File: config.mk
export PLATFORM = sky130hd
export DESIGN_NAME = crb_device_flat
export DESIGN_NICKNAME = d
export VERILOG_FILES = /design/src/rtl/crb_pkg.sv /design/src/rtl/crb_if.sv /design/src/rtl/crb_ack_gen.sv /design/src/rtl/crb_device.sv /design/src/flat_wrapper.sv
export SDC_FILE = /design/constraint.sdc
export NUM_CORES = 1
export LEC_CHECK = 0
export BUFFER_PORTS_ARGS = -buffer_cell sky130_fd_sc_hd__buf_2
export CORE_MARGIN = 2
export CORE_UTILIZATION = 40
export CTS_BUF_LIST = sky130_fd_sc_hd__clkbuf_2
export DETAILED_ROUTE_END_ITERATION = 12
export GPL_ROUTABILITY_DRIVEN = 0
export PLACE_DENSITY = 0.67
export SYNTH_ARGS = -nofsm -noshare
export SYNTH_HDL_FRONTEND = slang
export SYNTH_SLANG_ARGS = --single-unit
File: constraint.sdc
create_clock -name i_core_clk -period 2.3 [get_ports i_core_clk]
set_input_delay 0.23 -clock i_core_clk [delete_from_list [all_inputs] [get_ports i_core_clk]]
set_output_delay 0.23 -clock i_core_clk [all_outputs]
set_load 0.005 [all_outputs]
File: src/rtl/crb_pkg.sv
// constants and types for the coprocessor reset and bus sizing link
package crb_pkg;
    localparam int CLK_PERIOD_NS    = 8;
    localparam int PWRUP_MIN_CLKS   = 4;
    localparam int RERST_MIN_CLKS   = 3;
    localparam int COMPAT_MIN_CLKS  = 10;
    localparam int PWRUP_COMPAT_MS  = 100;
    localparam int PWRUP_COMPAT_CLKS =
        (PWRUP_COMPAT_MS * 1000000) / CLK_PERIOD_NS;
    localparam int NUM_FP_REGS      = 8;
    localparam int FP_WIDTH         = 80;
    localparam int CSR_WIDTH        = 32;
    localparam int DATA_WIDTH       = 32;
    localparam int WAIT_CYCLES      = 2;
    localparam int BYTE_LANE_W      = 8;
    localparam int HALF_LANE_W      = 16;
    localparam logic [FP_WIDTH-1:0] QNAN_VALUE = 80'h7fff_ffff_ffff_ffff_ffff;
    localparam logic [CSR_WIDTH-1:0] CSR_RESET = 32'h0000_0000;
    localparam logic [2:0] REG_FPCR  = 3'h0;
    localparam logic [2:0] REG_FPSR  = 3'h1;
    localparam logic [2:0] REG_FPIAR = 3'h2;

    typedef enum logic [1:0] {
        CRB_W8  = 2'b00,
        CRB_W16 = 2'b01,
        CRB_W32 = 2'b10
    } crb_width_e;

    // strap decode used by the coprocessor end; the host drives the straps directly
    function automatic crb_width_e crb_decode_width(
        input logic size_strap,
        input logic addr_strap
    );
        if (!size_strap)
            return CRB_W8;
        else if (addr_strap)
            return CRB_W32;
        else
            return CRB_W16;
    endfunction
endpackage

File: src/rtl/crb_if.sv
// link between host and coprocessor reset/bus-sizing port
`timescale 1ns/1ps
interface crb_if;
    import crb_pkg::*;
    logic                  reset_n;
    logic                  low_address_strap;
    logic                  size_strap;
    logic                  address_strobe_n;
    logic                  rw;
    logic                  register_select_bit4;
    logic [2:0]            reg_sel;
    logic [DATA_WIDTH-1:0] wdata;
    logic [DATA_WIDTH-1:0] rdata;
    logic                  byte_port_ack_n;
    logic                  word_port_ack_n;
    logic                  ack_oe;

    modport dev (
        input  reset_n, low_address_strap, size_strap, address_strobe_n,
        input  rw, register_select_bit4, reg_sel, wdata,
        output rdata, byte_port_ack_n, word_port_ack_n, ack_oe
    );
    modport host (
        output reset_n, low_address_strap, size_strap, address_strobe_n,
        output rw, register_select_bit4, reg_sel, wdata,
        input  rdata, byte_port_ack_n, word_port_ack_n, ack_oe
    );
endinterface

File: src/rtl/crb_ack_gen.sv
// acknowledge pattern generator from bus width and select bit
`timescale 1ns/1ps
module crb_ack_gen
    import crb_pkg::*;
(
    // control
    input  wire crb_width_e i_width,
    input  wire logic       i_sel_bit4,
    input  wire logic       i_done,
    // acks, active low
    output logic            o_byte_ack_n,
    output logic            o_word_ack_n
);
    always_comb begin
        o_byte_ack_n = 1'b1;
        o_word_ack_n = 1'b1;
        if (i_done) begin
            case (i_width)
                CRB_W32: begin
                    o_word_ack_n = 1'b0;
                    o_byte_ack_n = !i_sel_bit4;
                end
                CRB_W16: begin
                    o_word_ack_n = 1'b0;
                end
                CRB_W8: begin
                    o_byte_ack_n = 1'b0;
                end
                default: begin
                    o_word_ack_n = 1'b1;
                end
            endcase
        end
    end
endmodule

File: src/rtl/crb_device.sv
// coprocessor end: reset state, strap capture, bus acknowledge
`timescale 1ns/1ps
module crb_device
    import crb_pkg::*;
#(
    parameter int WAIT_N = WAIT_CYCLES
)
(
    // clock
    input  wire logic                 i_core_clk,
    // link
    crb_if.dev                        bus,
    // user side
    output logic [1:0]                o_width,
    output logic                      o_in_reset,
    output logic [FP_WIDTH-1:0]       o_fp0,
    output logic [CSR_WIDTH-1:0]      o_fpcr,
    output logic [CSR_WIDTH-1:0]      o_fpsr,
    output logic [CSR_WIDTH-1:0]      o_fpiar
);
    typedef enum logic [1:0] {
        ST_IDLE = 2'b00,
        ST_WAIT = 2'b01,
        ST_ACK  = 2'b10
    } crb_dst_e;

    logic [FP_WIDTH-1:0]  fp_reg   [NUM_FP_REGS];
    logic [FP_WIDTH-1:0]  fp_next  [NUM_FP_REGS];
    logic [CSR_WIDTH-1:0] fpcr_reg, fpcr_next;
    logic [CSR_WIDTH-1:0] fpsr_reg, fpsr_next;
    logic [CSR_WIDTH-1:0] fpiar_reg, fpiar_next;
    crb_width_e           width_reg, width_next;
    logic                 cap_reg, cap_next;
    crb_dst_e             st_reg, st_next;
    logic [7:0]           cnt_reg, cnt_next;
    logic [DATA_WIDTH-1:0] rd_reg, rd_next;
    logic                 bit4_reg, bit4_next;
    logic                 rst_reg, rst_next;
    logic                 done;

    always_comb begin
        fp_next    = fp_reg;
        fpcr_next  = fpcr_reg;
        fpsr_next  = fpsr_reg;
        fpiar_next = fpiar_reg;
        width_next = width_reg;
        cap_next   = cap_reg;
        st_next    = st_reg;
        cnt_next   = cnt_reg;
        rd_next    = rd_reg;
        bit4_next  = bit4_reg;
        rst_next   = 1'b0;
        if (!bus.reset_n) begin
            for (int i = 0; i < NUM_FP_REGS; i++)
                fp_next[i] = QNAN_VALUE;
            fpcr_next  = CSR_RESET;
            fpsr_next  = CSR_RESET;
            fpiar_next = CSR_RESET;
            cap_next   = 1'b0;
            st_next    = ST_IDLE;
            cnt_next   = 8'h00;
            rd_next    = '0;
            rst_next   = 1'b1;
        end else begin
            if (!cap_reg) begin
                width_next = crb_decode_width(bus.size_strap,
                                              bus.low_address_strap);
                cap_next   = 1'b1;
            end
            case (st_reg)
                ST_IDLE: begin
                    if (!bus.address_strobe_n && cap_reg) begin
                        bit4_next = bus.register_select_bit4;
                        cnt_next  = 8'h00;
                        st_next   = ST_WAIT;
                        if (bus.rw) begin
                            case (bus.reg_sel)
                                REG_FPCR:  rd_next = fpcr_reg;
                                REG_FPSR:  rd_next = fpsr_reg;
                                REG_FPIAR: rd_next = fpiar_reg;
                                default:   rd_next = '0;
                            endcase
                        end else begin
                            case (bus.reg_sel)
                                REG_FPCR:  fpcr_next  = bus.wdata;
                                REG_FPSR:  fpsr_next  = bus.wdata;
                                REG_FPIAR: fpiar_next = bus.wdata;
                                default:   fpcr_next  = fpcr_reg;
                            endcase
                        end
                    end
                end
                ST_WAIT: begin
                    // hold acks off during wait count
                    if (cnt_reg >= 8'(WAIT_N - 1))
                        st_next = ST_ACK;
                    else
                        cnt_next = cnt_reg + 8'h01;
                    if (bus.address_strobe_n)
                        st_next = ST_IDLE;
                end
                ST_ACK: begin
                    // strobe release ends the cycle
                    if (bus.address_strobe_n)
                        st_next = ST_IDLE;
                end
                default: st_next = ST_IDLE;
            endcase
        end
    end

    always_ff @(posedge i_core_clk) begin
        fp_reg    <= fp_next;
        fpcr_reg  <= fpcr_next;
        fpsr_reg  <= fpsr_next;
        fpiar_reg <= fpiar_next;
        width_reg <= width_next;
        cap_reg   <= cap_next;
        st_reg    <= st_next;
        cnt_reg   <= cnt_next;
        rd_reg    <= rd_next;
        bit4_reg  <= bit4_next;
        rst_reg   <= rst_next;
    end

    // acks stay off while strobe is already released
    assign done = (st_reg == ST_ACK) && !bus.address_strobe_n;

    crb_ack_gen i_crb_ack_gen (
        .i_width      (width_reg),
        .i_sel_bit4   (bit4_reg),
        .i_done       (done),
        .o_byte_ack_n (bus.byte_port_ack_n),
        .o_word_ack_n (bus.word_port_ack_n)
    );

    // drive acks only inside a selected cycle
    assign bus.ack_oe = (st_reg != ST_IDLE);
    assign bus.rdata  = rd_reg;
    assign o_width    = width_reg;
    assign o_in_reset = rst_reg;
    assign o_fp0      = fp_reg[0];
    assign o_fpcr     = fpcr_reg;
    assign o_fpsr     = fpsr_reg;
    assign o_fpiar    = fpiar_reg;
endmodule

File: src/flat_wrapper.sv
// flat-port wrapper written by rule: the top's interface ports become plain ports
module crb_device_flat import crb_pkg::*;
#(
    parameter int WAIT_N = WAIT_CYCLES
)
  (i_core_clk, o_width, o_in_reset, o_fp0, o_fpcr, o_fpsr, o_fpiar, bus_reset_n, bus_low_address_strap, bus_size_strap, bus_address_strobe_n, bus_rw, bus_register_select_bit4, bus_reg_sel, bus_wdata, bus_rdata, bus_byte_port_ack_n, bus_word_port_ack_n, bus_ack_oe);
  crb_if bus_i ();
  input  wire logic i_core_clk;
  output logic [1:0] o_width;
  output logic o_in_reset;
  output logic [FP_WIDTH-1:0] o_fp0;
  output logic [CSR_WIDTH-1:0] o_fpcr;
  output logic [CSR_WIDTH-1:0] o_fpsr;
  output logic [CSR_WIDTH-1:0] o_fpiar;
  input wire logic [$bits(bus_i.reset_n)-1:0] bus_reset_n;
  input wire logic [$bits(bus_i.low_address_strap)-1:0] bus_low_address_strap;
  input wire logic [$bits(bus_i.size_strap)-1:0] bus_size_strap;
  input wire logic [$bits(bus_i.address_strobe_n)-1:0] bus_address_strobe_n;
  input wire logic [$bits(bus_i.rw)-1:0] bus_rw;
  input wire logic [$bits(bus_i.register_select_bit4)-1:0] bus_register_select_bit4;
  input wire logic [$bits(bus_i.reg_sel)-1:0] bus_reg_sel;
  input wire logic [$bits(bus_i.wdata)-1:0] bus_wdata;
  output wire logic [$bits(bus_i.rdata)-1:0] bus_rdata;
  output wire logic [$bits(bus_i.byte_port_ack_n)-1:0] bus_byte_port_ack_n;
  output wire logic [$bits(bus_i.word_port_ack_n)-1:0] bus_word_port_ack_n;
  output wire logic [$bits(bus_i.ack_oe)-1:0] bus_ack_oe;
  assign bus_i.reset_n = bus_reset_n;
  assign bus_i.low_address_strap = bus_low_address_strap;
  assign bus_i.size_strap = bus_size_strap;
  assign bus_i.address_strobe_n = bus_address_strobe_n;
  assign bus_i.rw = bus_rw;
  assign bus_i.register_select_bit4 = bus_register_select_bit4;
  assign bus_i.reg_sel = bus_reg_sel;
  assign bus_i.wdata = bus_wdata;
  assign bus_rdata = bus_i.rdata;
  assign bus_byte_port_ack_n = bus_i.byte_port_ack_n;
  assign bus_word_port_ack_n = bus_i.word_port_ack_n;
  assign bus_ack_oe = bus_i.ack_oe;
  crb_device #(.WAIT_N(WAIT_N)) u_core (.i_core_clk(i_core_clk), .bus(bus_i), .o_width(o_width), .o_in_reset(o_in_reset), .o_fp0(o_fp0), .o_fpcr(o_fpcr), .o_fpsr(o_fpsr), .o_fpiar(o_fpiar));
endmodule
### Yosys cells after proc, flatten, opt, wreduce, memory -nomap -nowiden

Index checks and enable logic that the tools add are counted.

* output and inout bits: 214
* word-level logic and storage cells: 58
* register bits: 143
* bits of input ports: 42

* reductions and logical operators: 18
* add/sub/neg operators: 1
* eq/ne operators: 10
* mux-type cells: 16
* $lt $le $gt $ge: 1
* bitwise logic cells: 2

Operators by type and width (count)
* one-hot mux 32 bit (3 select lines): 1
* 2-to-1 mux 8 bit: 2
* one-hot mux 8 bit (2 select lines): 1
* AND reduction 3 bit: 4
* AND reduction 4 bit: 3
* 2-to-1 mux 2 bit: 5
* adder 8 x 1 -> 8 bit (second input constant): 1
* greater-or-equal comparator 8 x 1 -> 1 bit (second input constant): 1
* one-hot mux 2 bit (3 select lines): 1
* 2-to-1 mux 1 bit: 5
* equality test 2 x 1 -> 1 bit (second input constant): 2
* equality test 2 bit (second input constant): 2
* zero test 2 bit: 2
* inequality test 2 bit (second input constant): 2
* nonzero test 2 bit: 2
* equality test 3 x 1 -> 1 bit (second input constant): 1
* equality test 3 x 2 -> 1 bit (second input constant): 1
* zero test 3 bit: 1
* inequality test 3 x 2 -> 1 bit (second input constant): 1
* logical AND 1 bit: 2
* zero test 1 bit: 2
* inequality test 2 x 1 -> 1 bit (second input constant): 1
* inverter 1 bit: 2
* one-hot mux 1 bit (2 select lines): 1
* other kinds (2): 2

### Logic depth before layout (Yosys ltp)

Gate-level depths: netlist of the first run.

* word-level depth: 4
* mapped depth: 6
* depth with buffers taken out: 5

### Modules after synthesis

Synthesis of the first run repeated with hierarchy kept, for this count alone.

* cell total of the unflattened synthesis: 757
* area, all modules: 6331.1 µm²

By module, submodules not included
* crb_device: cells each 750, times used 1, sequential area each 2892.8 µm², area an instance 6279.8 µm²
* crb_ack_gen: cells each 7, times used 1, sequential area each 0.0 µm², area an instance 51.3 µm²

### Worst setup path after synthesis of the first run

Ideal clock, no wire load.

* kind: reg2reg
* start: reg u_core.st_reg[1]
* end: reg u_core.bit4_reg (enable)
* required time: 2.001 ns
* arrival: 1.392 ns
* path buffers: 3
* slack: 0.610 ns
* setup time: 0.299 ns
* cell stages (with the launch flop): 6
* clock period less this slack: 1.690 ns
* path through: dfxtp_1 > or4b_1 > buf_2 > buf_2 > buf_2 > nor2_1

* cells in the longest elaborated chain, start to end: 2

RTL lines
* from (decl): line crb_device.sv:34 `crb_dst_e st_reg, st_next;`
* from (signal assigned): line crb_device.sv:119 `st_reg <= st_next;`
* zero test 2 bit: line crb_device.sv:70 `case (st_reg)`
* AND reduction 3 bit (no source line)
* to (signal assigned): line crb_device.sv:122 `bit4_reg <= bit4_next;`
* to (decl): line crb_device.sv:37 `logic bit4_reg, bit4_next;`

No other way between the ends.
A chain may end at the register's enable or synchronous reset.

### Worst setup path in the final report of the first run

* start: reg u_core.width_reg[0], in the netlist u_core.o_width[0]
* end: out bus_byte_port_ack_n

* cells in the longest elaborated chain, start to end: 3
* elaborated cells on any way between the ends: 4
* those cells by class: 1 x eq/ne; 2 x mux; 1 x reduce/logical

RTL lines
* from (decl): line crb_device.sv:32 `crb_width_e width_reg, width_next;`
* from (signal assigned): line crb_device.sv:117 `width_reg <= width_next;`
* equality test 2 bit or zero test 2 bit (tied branches): line crb_ack_gen.sv:18 `case (i_width)`
* one-hot mux 1 bit (2 select lines) *: line crb_ack_gen.sv:18
* 2-to-1 mux 1 bit *: line crb_ack_gen.sv:17 `if (i_done) begin`
* to (decl): line flat_wrapper.sv:24 `output wire logic [$bits(bus_i.byte_port_ack_n)-1:0] bus_byte_port_ack_n;`

Mark *: on every way between the ends. The rest lies on a longest branch, timed or not.

==> results of run 1 <==
## timing repair
item,CTS,global route
hold buffers,42,0
resized for setup,0,0
hold endpoints to repair,107,0
## cell usage after synthesis, drive strengths merged (2+ instances only)
cell / count
dfxtp: 140
buf: 99
a21oi: 97
o21ai: 97
nand3: 68
clkbuf: 58
mux2i: 33
nand4: 33
o2bb2ai: 33
a32o: 32
and3: 5
ha: 5
inv: 5
nand2: 5
nor2b: 5
nor2: 4
edfxtp: 3
nor4b: 3
or4b: 3
conb: 2
nand2b: 2
nor3: 2
nor4: 2
## cell usage in the layout (no fill, tap or decap), types with 17 or more instances in the layout
cell type / instances
clkbuf_2: 17
a32o_1: 32
o21ai_0: 92
dlygate4sd3_1: 42
a21oi_1: 97
nand4_1: 33
buf_2: 175
dfxtp_1: 140
conb_1: 80
nand3_1: 68
o2bb2ai_1: 33
buf_4: 24
mux2i_1: 33
## critical path, delay by kind of cell (launching register included)
family        cells  cell delay [ns]
mux               1             0.32
fa+ha+maj         1             0.15
flops             1             0.41
buf+inv           2             0.20
simple gates      1             0.06
## cells by family (layout without fill, tap and decap cells)
group | count (synthesis) | count (layout) | share of synthesized area
AOI/OAI and AO/OA | 261 | 261 | 0.241
buffers and inverters | 162 | 278 | 0.142
DFF | 143 | 143 | 0.437
and+or+nand+nor | 136 | 136 | 0.118
muxes | 34 | 34 | 0.0516
adders and majority gates | 5 | 5 | 0.00945
other | 2 | 81 | 0.00113
## final timing paths
path	from	slack, ns	depth (start not counted)	endpoint
worst min-delay path	bus_register_select_bit4	0.20	2	u_core.bit4_reg
worst min register to register	u_core.cnt_reg[7]	0.49	1	u_core.cnt_reg[7]
worst max register to register	u_core.st_reg[1]	0.51	4	u_core.o_fpiar[24]
worst max-delay path	u_core.o_width[0]	0.19	5	bus_byte_port_ack_n
## metrics by stage
stage                      util  total power, mW  hold slack (ns)  cells
after floorplan               -             2.91            0.258    821
after global placement    0.451             2.98            0.425   1085
after detailed placement  0.451             2.98            0.426   1085
after CTS                 0.491             4.52            0.146   1157
after global routing      0.491             4.68            0.143   1158
final                     0.491             4.50            0.195   1158
## routing by layer
layer	part of all wire	wire, um
met5	0	0
met3	0.054	1110
met4	0.025	518
met1	0.45	9070
met2	0.48	9670
## power by group through the flow
stage | Sequential [mW] | Combinational (mW) | Clock, mW
2_1_floorplan | 2.57 | 0.337 | 0
3_3_place_gp | 2.57 | 0.405 | 0
3_5_place_dp | 2.57 | 0.407 | 0
4_1_cts | 2.52 | 0.462 | 1.54
5_1_grt | 2.53 | 0.509 | 1.64
6_report | 2.52 | 0.472 | 1.50
## area by class of cell
type,count,share of cell area
Multi-Input combinational cell,516,0.387
Clock inverter,13,0.0183
Sequential cell,143,0.359
Antenna cell,1,0.000310
Tap cell,220,0.0342
Timing Repair Buffer,243,0.188
Clock buffer,17,0.0106
Inverter,5,0.00248
==> metrics.txt, run 1 <==
status finished, final reports clean; setup slack after layout 0.185 ns; NetSw between 1 and 1.5 mW; Post-DP HPWL between 10000 and 15000 um; initial antenna violation count 1; fin crit share 0.919; post-layout minimum cycle time 2.11 ns; Async S/R FF share, synth 0; die height 133 um; RSZ-0062 raised after global routing no; routed len/inst between 15 and 20 um; Clock Skew 0.0285 ns; met2 usage in global routing 0.363; final layout net count 973; Pint 3.24 mW; DRC Markers 0; CP Data Required Time 2.07 ns; DRT iter0 DRCs about 430; Post-synth EDFFs 3; Max-cap violations 0; first-pass GRT wire length 31600 um; Syn-to-layout area delta 21.7%; syn_area_per_cell 8.91 um2; Die ar. ~0.018 mm2; crit path capture type output pin; maximum vdd drop 0.000278 V; TritonCTS buffer count 17; num ports 256; Vias 6218; Multi-input gate area 0.00312 mm2; die width about 130 um; Worst EP arrival 1.88 ns; clock latency on the worst-skew pair about 0.76 ns; GR met3 Demand/Resource 0.0494; GR peak layer met2; Syn Inst Count 743; placed cell areas 0.00740 mm2; HP Class input port to flip-flop; Total Neg Setup Slack 0 ns; FF+latch area 0.00289 mm2; delay of the slowest cell on the worst path about 0.41 ns; ys flop type dfxtp_1; Area contributors post-synth dfxtp_1, buf_4, a21oi_1; Sink Count 143; Synth top area share 0.423; Fill cells 1615; leakage 3.40 nW; Clock Pin Slew Worst Setup and Hold Paths 0.19 ns; Least-Margin Pin Slew 0.643 ns; Clock power frac 0.334; cell taking the most area after synthesis dfxtp_1; GR Util met1 0.298; Fin. Hold Viols 0; Critical Path Source Type flip-flop; Synth cell types 37; Max Clk Rate 0.473 GHz; Slowest-stage cell, CP edfxtp_1; final slew viol count 0; row count 47; Post-DRT Antenna Nets 0; P per Cell Area 558 mW/mm2; flops & latches, synth around 140; Max-slew headroom 0.565; setup slack at placement 0.544 ns; Post-CTS Repair Setup Buffers 0; CTS root buffer clkbuf_2; fraction of layout cells with a size suffix above 1 0.255; initial core utilization 0.404; H-tree depth 4; Finish-stage setup viols 0; CTS tree yes; Gate power share 0.105; sequential power share 0.561; vias in the first global route 5736; global-route usage over all layers 0.226; YS warnings 0; core footprint 0.0164 mm2; crit path kind flip-flop to output pin; drt pass-1 iters 4; design area just over 0.008 mm2; Routed Wire Length 20400 um; post-synthesis cell area 0.00662 mm2; clock tree buffer depth 2; vias per cell ~5.4; CP cell instances inv_1 -> ha_1 -> mux2_2 -> nand2_1 -> buf_2; grt total ovfl 0; Port Buffer Count around 180; Sw Share 0.279; CP Max Fanout 2; sequential area share after synthesis 0.437; largest net degree at the start of global routing 60
Power figures use the tool's default switching activity.
==> run 2, diff against run 1 <==
--- a/config.mk
+++ b/config.mk
@@ -5,12 +5,14 @@
 export SDC_FILE = /design/constraint.sdc
 export NUM_CORES = 1
 export LEC_CHECK = 0
+export ABC_AREA = 1
 export BUFFER_PORTS_ARGS = -buffer_cell sky130_fd_sc_hd__buf_2
 export CORE_MARGIN = 2
 export CORE_UTILIZATION = 40
 export CTS_BUF_LIST = sky130_fd_sc_hd__clkbuf_2
 export DETAILED_ROUTE_END_ITERATION = 12
 export GPL_ROUTABILITY_DRIVEN = 0
+export HOLD_SLACK_MARGIN = 0.1
 export PLACE_DENSITY = 0.67
 export SYNTH_ARGS = -nofsm -noshare
 export SYNTH_HDL_FRONTEND = slang
==> run 2 against run 1 <==
Clock-buffer cell count increased by 4. Sequential share of layout area increased by 1.6 points. Critical endpoint unchanged. Highest routed layer unchanged. Maximum frequency increased by 1.4%.
==> metrics.txt, run 2 <==
status finished, final reports clean (unchanged); Async S/R FF share, synth 0 (unchanged); routed len/inst 14.6 um (was 17.6 um); most instantiated library cell after synthesis nor2_1 (was dfxtp_1); RSZ-0062 raised after global routing no (unchanged); first-pass GRT wire length 28500 um (was 31600 um); core footprint 0.0158 mm2 (was 0.0164 mm2); post-layout minimum cycle time 2.09 ns (was 2.11 ns); CP cell instances inv_1 -> ha_1 -> mux2_2 -> nand2_1 -> buf_2 (unchanged); delay of the slowest cell on the worst path 0.42 ns (was 0.41 ns); Sw Share 0.275 (was 0.279); ys flop type dfxtp_1 (unchanged); CTS tree yes (unchanged); crit path capture type output pin (unchanged); Port Buffer Count 175 (unchanged); most frequent cells in the layout nor2_1, buf_2, dfxtp_1 (was buf_2, dfxtp_1, a21oi_1); initial antenna violation count 1 (unchanged); setup slack after layout 0.215 ns (was 0.185 ns); leakage 3.59 nW (was 3.40 nW); HP Class input port to flip-flop (unchanged); Pint 3.06 mW (was 3.24 mW); row count 46 (was 47); placed cell areas 0.00711 mm2 (was 0.00740 mm2); cell taking the most area after synthesis dfxtp_1 (unchanged); Syn Inst Count 882 (was 743); die width 131 um (was 133 um); crit path kind flip-flop to output pin (unchanged); design area 0.00772 mm2 (was 0.00806 mm2); Vias 6089 (was 6218); total power 4.22 mW (was 4.50 mW); post-synthesis cell area 0.00643 mm2 (was 0.00662 mm2); Max Clk Rate 0.480 GHz (was 0.473 GHz); largest net degree at the start of global routing 100 (was 60); global-route usage over all layers 0.217 (was 0.226); clock tree buffer depth 2 (unchanged); CP Data Required Time 2.07 ns (about the same); Clock power frac 0.293 (was 0.334); Least-Margin Pin Slew 0.680 ns (was 0.643 ns); Routed Wire Length 19000 um (was 20400 um); flops & latches, synth 143 (unchanged); NetSw 1.16 mW (was 1.25 mW); Post-DRT Antenna Nets 0 (unchanged); Synth top area share 0.436 (was 0.423); sequential area share after synthesis 0.450 (was 0.437); syn_area_per_cell 7.29 um2 (was 8.91 um2); vias per cell 4.67 (was 5.37); H-tree depth 4 (unchanged); CP Max Fanout 2 (unchanged); Area contributors post-synth dfxtp_1, nor2_1, buf_4 (was dfxtp_1, buf_4, a21oi_1); sequential power share 0.603 (was 0.561); Clock Skew 0.0222 ns (was 0.0285 ns); final layout net count 1121 (was 973); Sink Count 143 (unchanged); vias in the first global route 5186 (was 5736); initial core utilization 0.408 (was 0.404); Synth cell types 25 (was 37); drt pass-1 iters 4 (unchanged); Critical Path Source Type flip-flop (unchanged); Post-DP HPWL 12600 um (was 12900 um); DRT iter0 DRCs 405 (was 429); Total Neg Setup Slack 0 ns (unchanged); die height 131 um (was 133 um); grt total ovfl 0 (unchanged); Worst EP arrival 1.86 ns (was 1.88 ns); clock latency on the worst-skew pair 0.70 ns (was 0.76 ns); num ports 256 (unchanged); P per Cell Area 546 mW/mm2 (was 558 mW/mm2); maximum vdd drop 0.000297 V (was 0.000278 V); CTS root buffer clkbuf_2 (unchanged); top post-synthesis cells by count nor2_1, dfxtp_1, nand2_1 (was dfxtp_1, a21oi_1, o21ai_0); Max-cap violations 0 (unchanged); Post-synth EDFFs 3 (unchanged); Die ar. 0.0171 mm2 (was 0.0176 mm2); Slowest-stage cell, CP edfxtp_1 (unchanged); final slew viol count 0 (unchanged); setup slack at placement 0.640 ns (was 0.544 ns); commonest non-fill, non-tap cell in the layout nor2_1 (was buf_2); Max-slew headroom 0.546 (was 0.565); YS warnings 0 (unchanged); Finish-stage setup viols 0 (unchanged); Post-CTS Repair Setup Buffers 0 (unchanged); Fin. Hold Viols 0 (unchanged); fraction of layout cells with a size suffix above 1 0.208 (was 0.255); DRC Markers 0 (unchanged); Clock Pin Slew Worst Setup and Hold Paths 0.20 ns (was 0.19 ns); fin crit share 0.907 (was 0.919); TritonCTS buffer count 17 (unchanged); Gate power share 0.104 (was 0.105); post-layout util 0.490 (was 0.491); Syn-to-layout area delta 20.2% (was 21.7%)
## run 2: stage by stage
step | cells | hold slack (ns)
global route | 1304 | 0.145
global placement | 1228 | 0.420
detailed placement | 1228 | 0.420
floorplan | 960 | 0.258
CTS | 1303 | 0.106
finish | 1304 | 0.163
## run 2: cell families after synthesis
kind of cell    after synthesis  share of synthesized area
flops                       143                      0.450
compound gates              131                      0.102
buf+inv                     164                      0.154
fa+ha+maj                     5                    0.00973
other cells                   2                    0.00117
mux                           1                    0.00175
simple gates                436                      0.281
## run 2: area by class of cell
type	count	area, um2
inverter	28	105
tap	216	270
sequential	143	2890
clock inverter	11	73.8
fill	1645	8050
timing repair buffer	231	1430
multi-input combinational	653	2850
antenna	1	2.50
clock buffer	21	105
## run 2: path summary, 6_finish.rpt
kind	end	from	cells past startpoint	slack, ns
worst max-delay path	bus_byte_port_ack_n	u_core.o_width[0]	5	0.21
worst min-delay path	u_core.o_fpsr[20]	bus_reg_sel[1]	7	0.16
worst max register to register	u_core.o_fpsr[28]	u_core.st_reg[1]	8	0.28
worst min register to register	u_core.cnt_reg[6]	u_core.cnt_reg[6]	2	0.46
## run 2: metal layers
metal  routed length (um)  up-vias  GRT usage
met5                    0        -          0
met4                  403        0     0.0707
met3                 1440       29     0.0550
met2                 8860      263      0.341
met1                 8290     2727      0.294
li1                     -     3070          -
## run 2: worst max-delay path: cells and delay by family, from the launching register on
family / cells / cell delay, ns
DFF: 1 / 0.42
adders and majority gates: 1 / 0.16
muxes: 1 / 0.33
and+or+nand+nor: 1 / 0.06
buffers and inverters: 2 / 0.19
## run 2: timing repair
| action | in CTS | in global routing |
|---|---|---|
| resized for setup | 0 | 0 |
| hold buffers | 43 | 0 |
| hold endpoints to repair | 143 | 0 |
## run 2: power groups by stage
stage	logic [mW]	registers, mW	clock network (mW)
floorplan	0.338	2.59	0
global placement	0.371	2.60	0
detailed placement	0.375	2.60	0
CTS	0.432	2.54	1.27
global route	0.496	2.55	1.37
finish	0.438	2.54	1.24
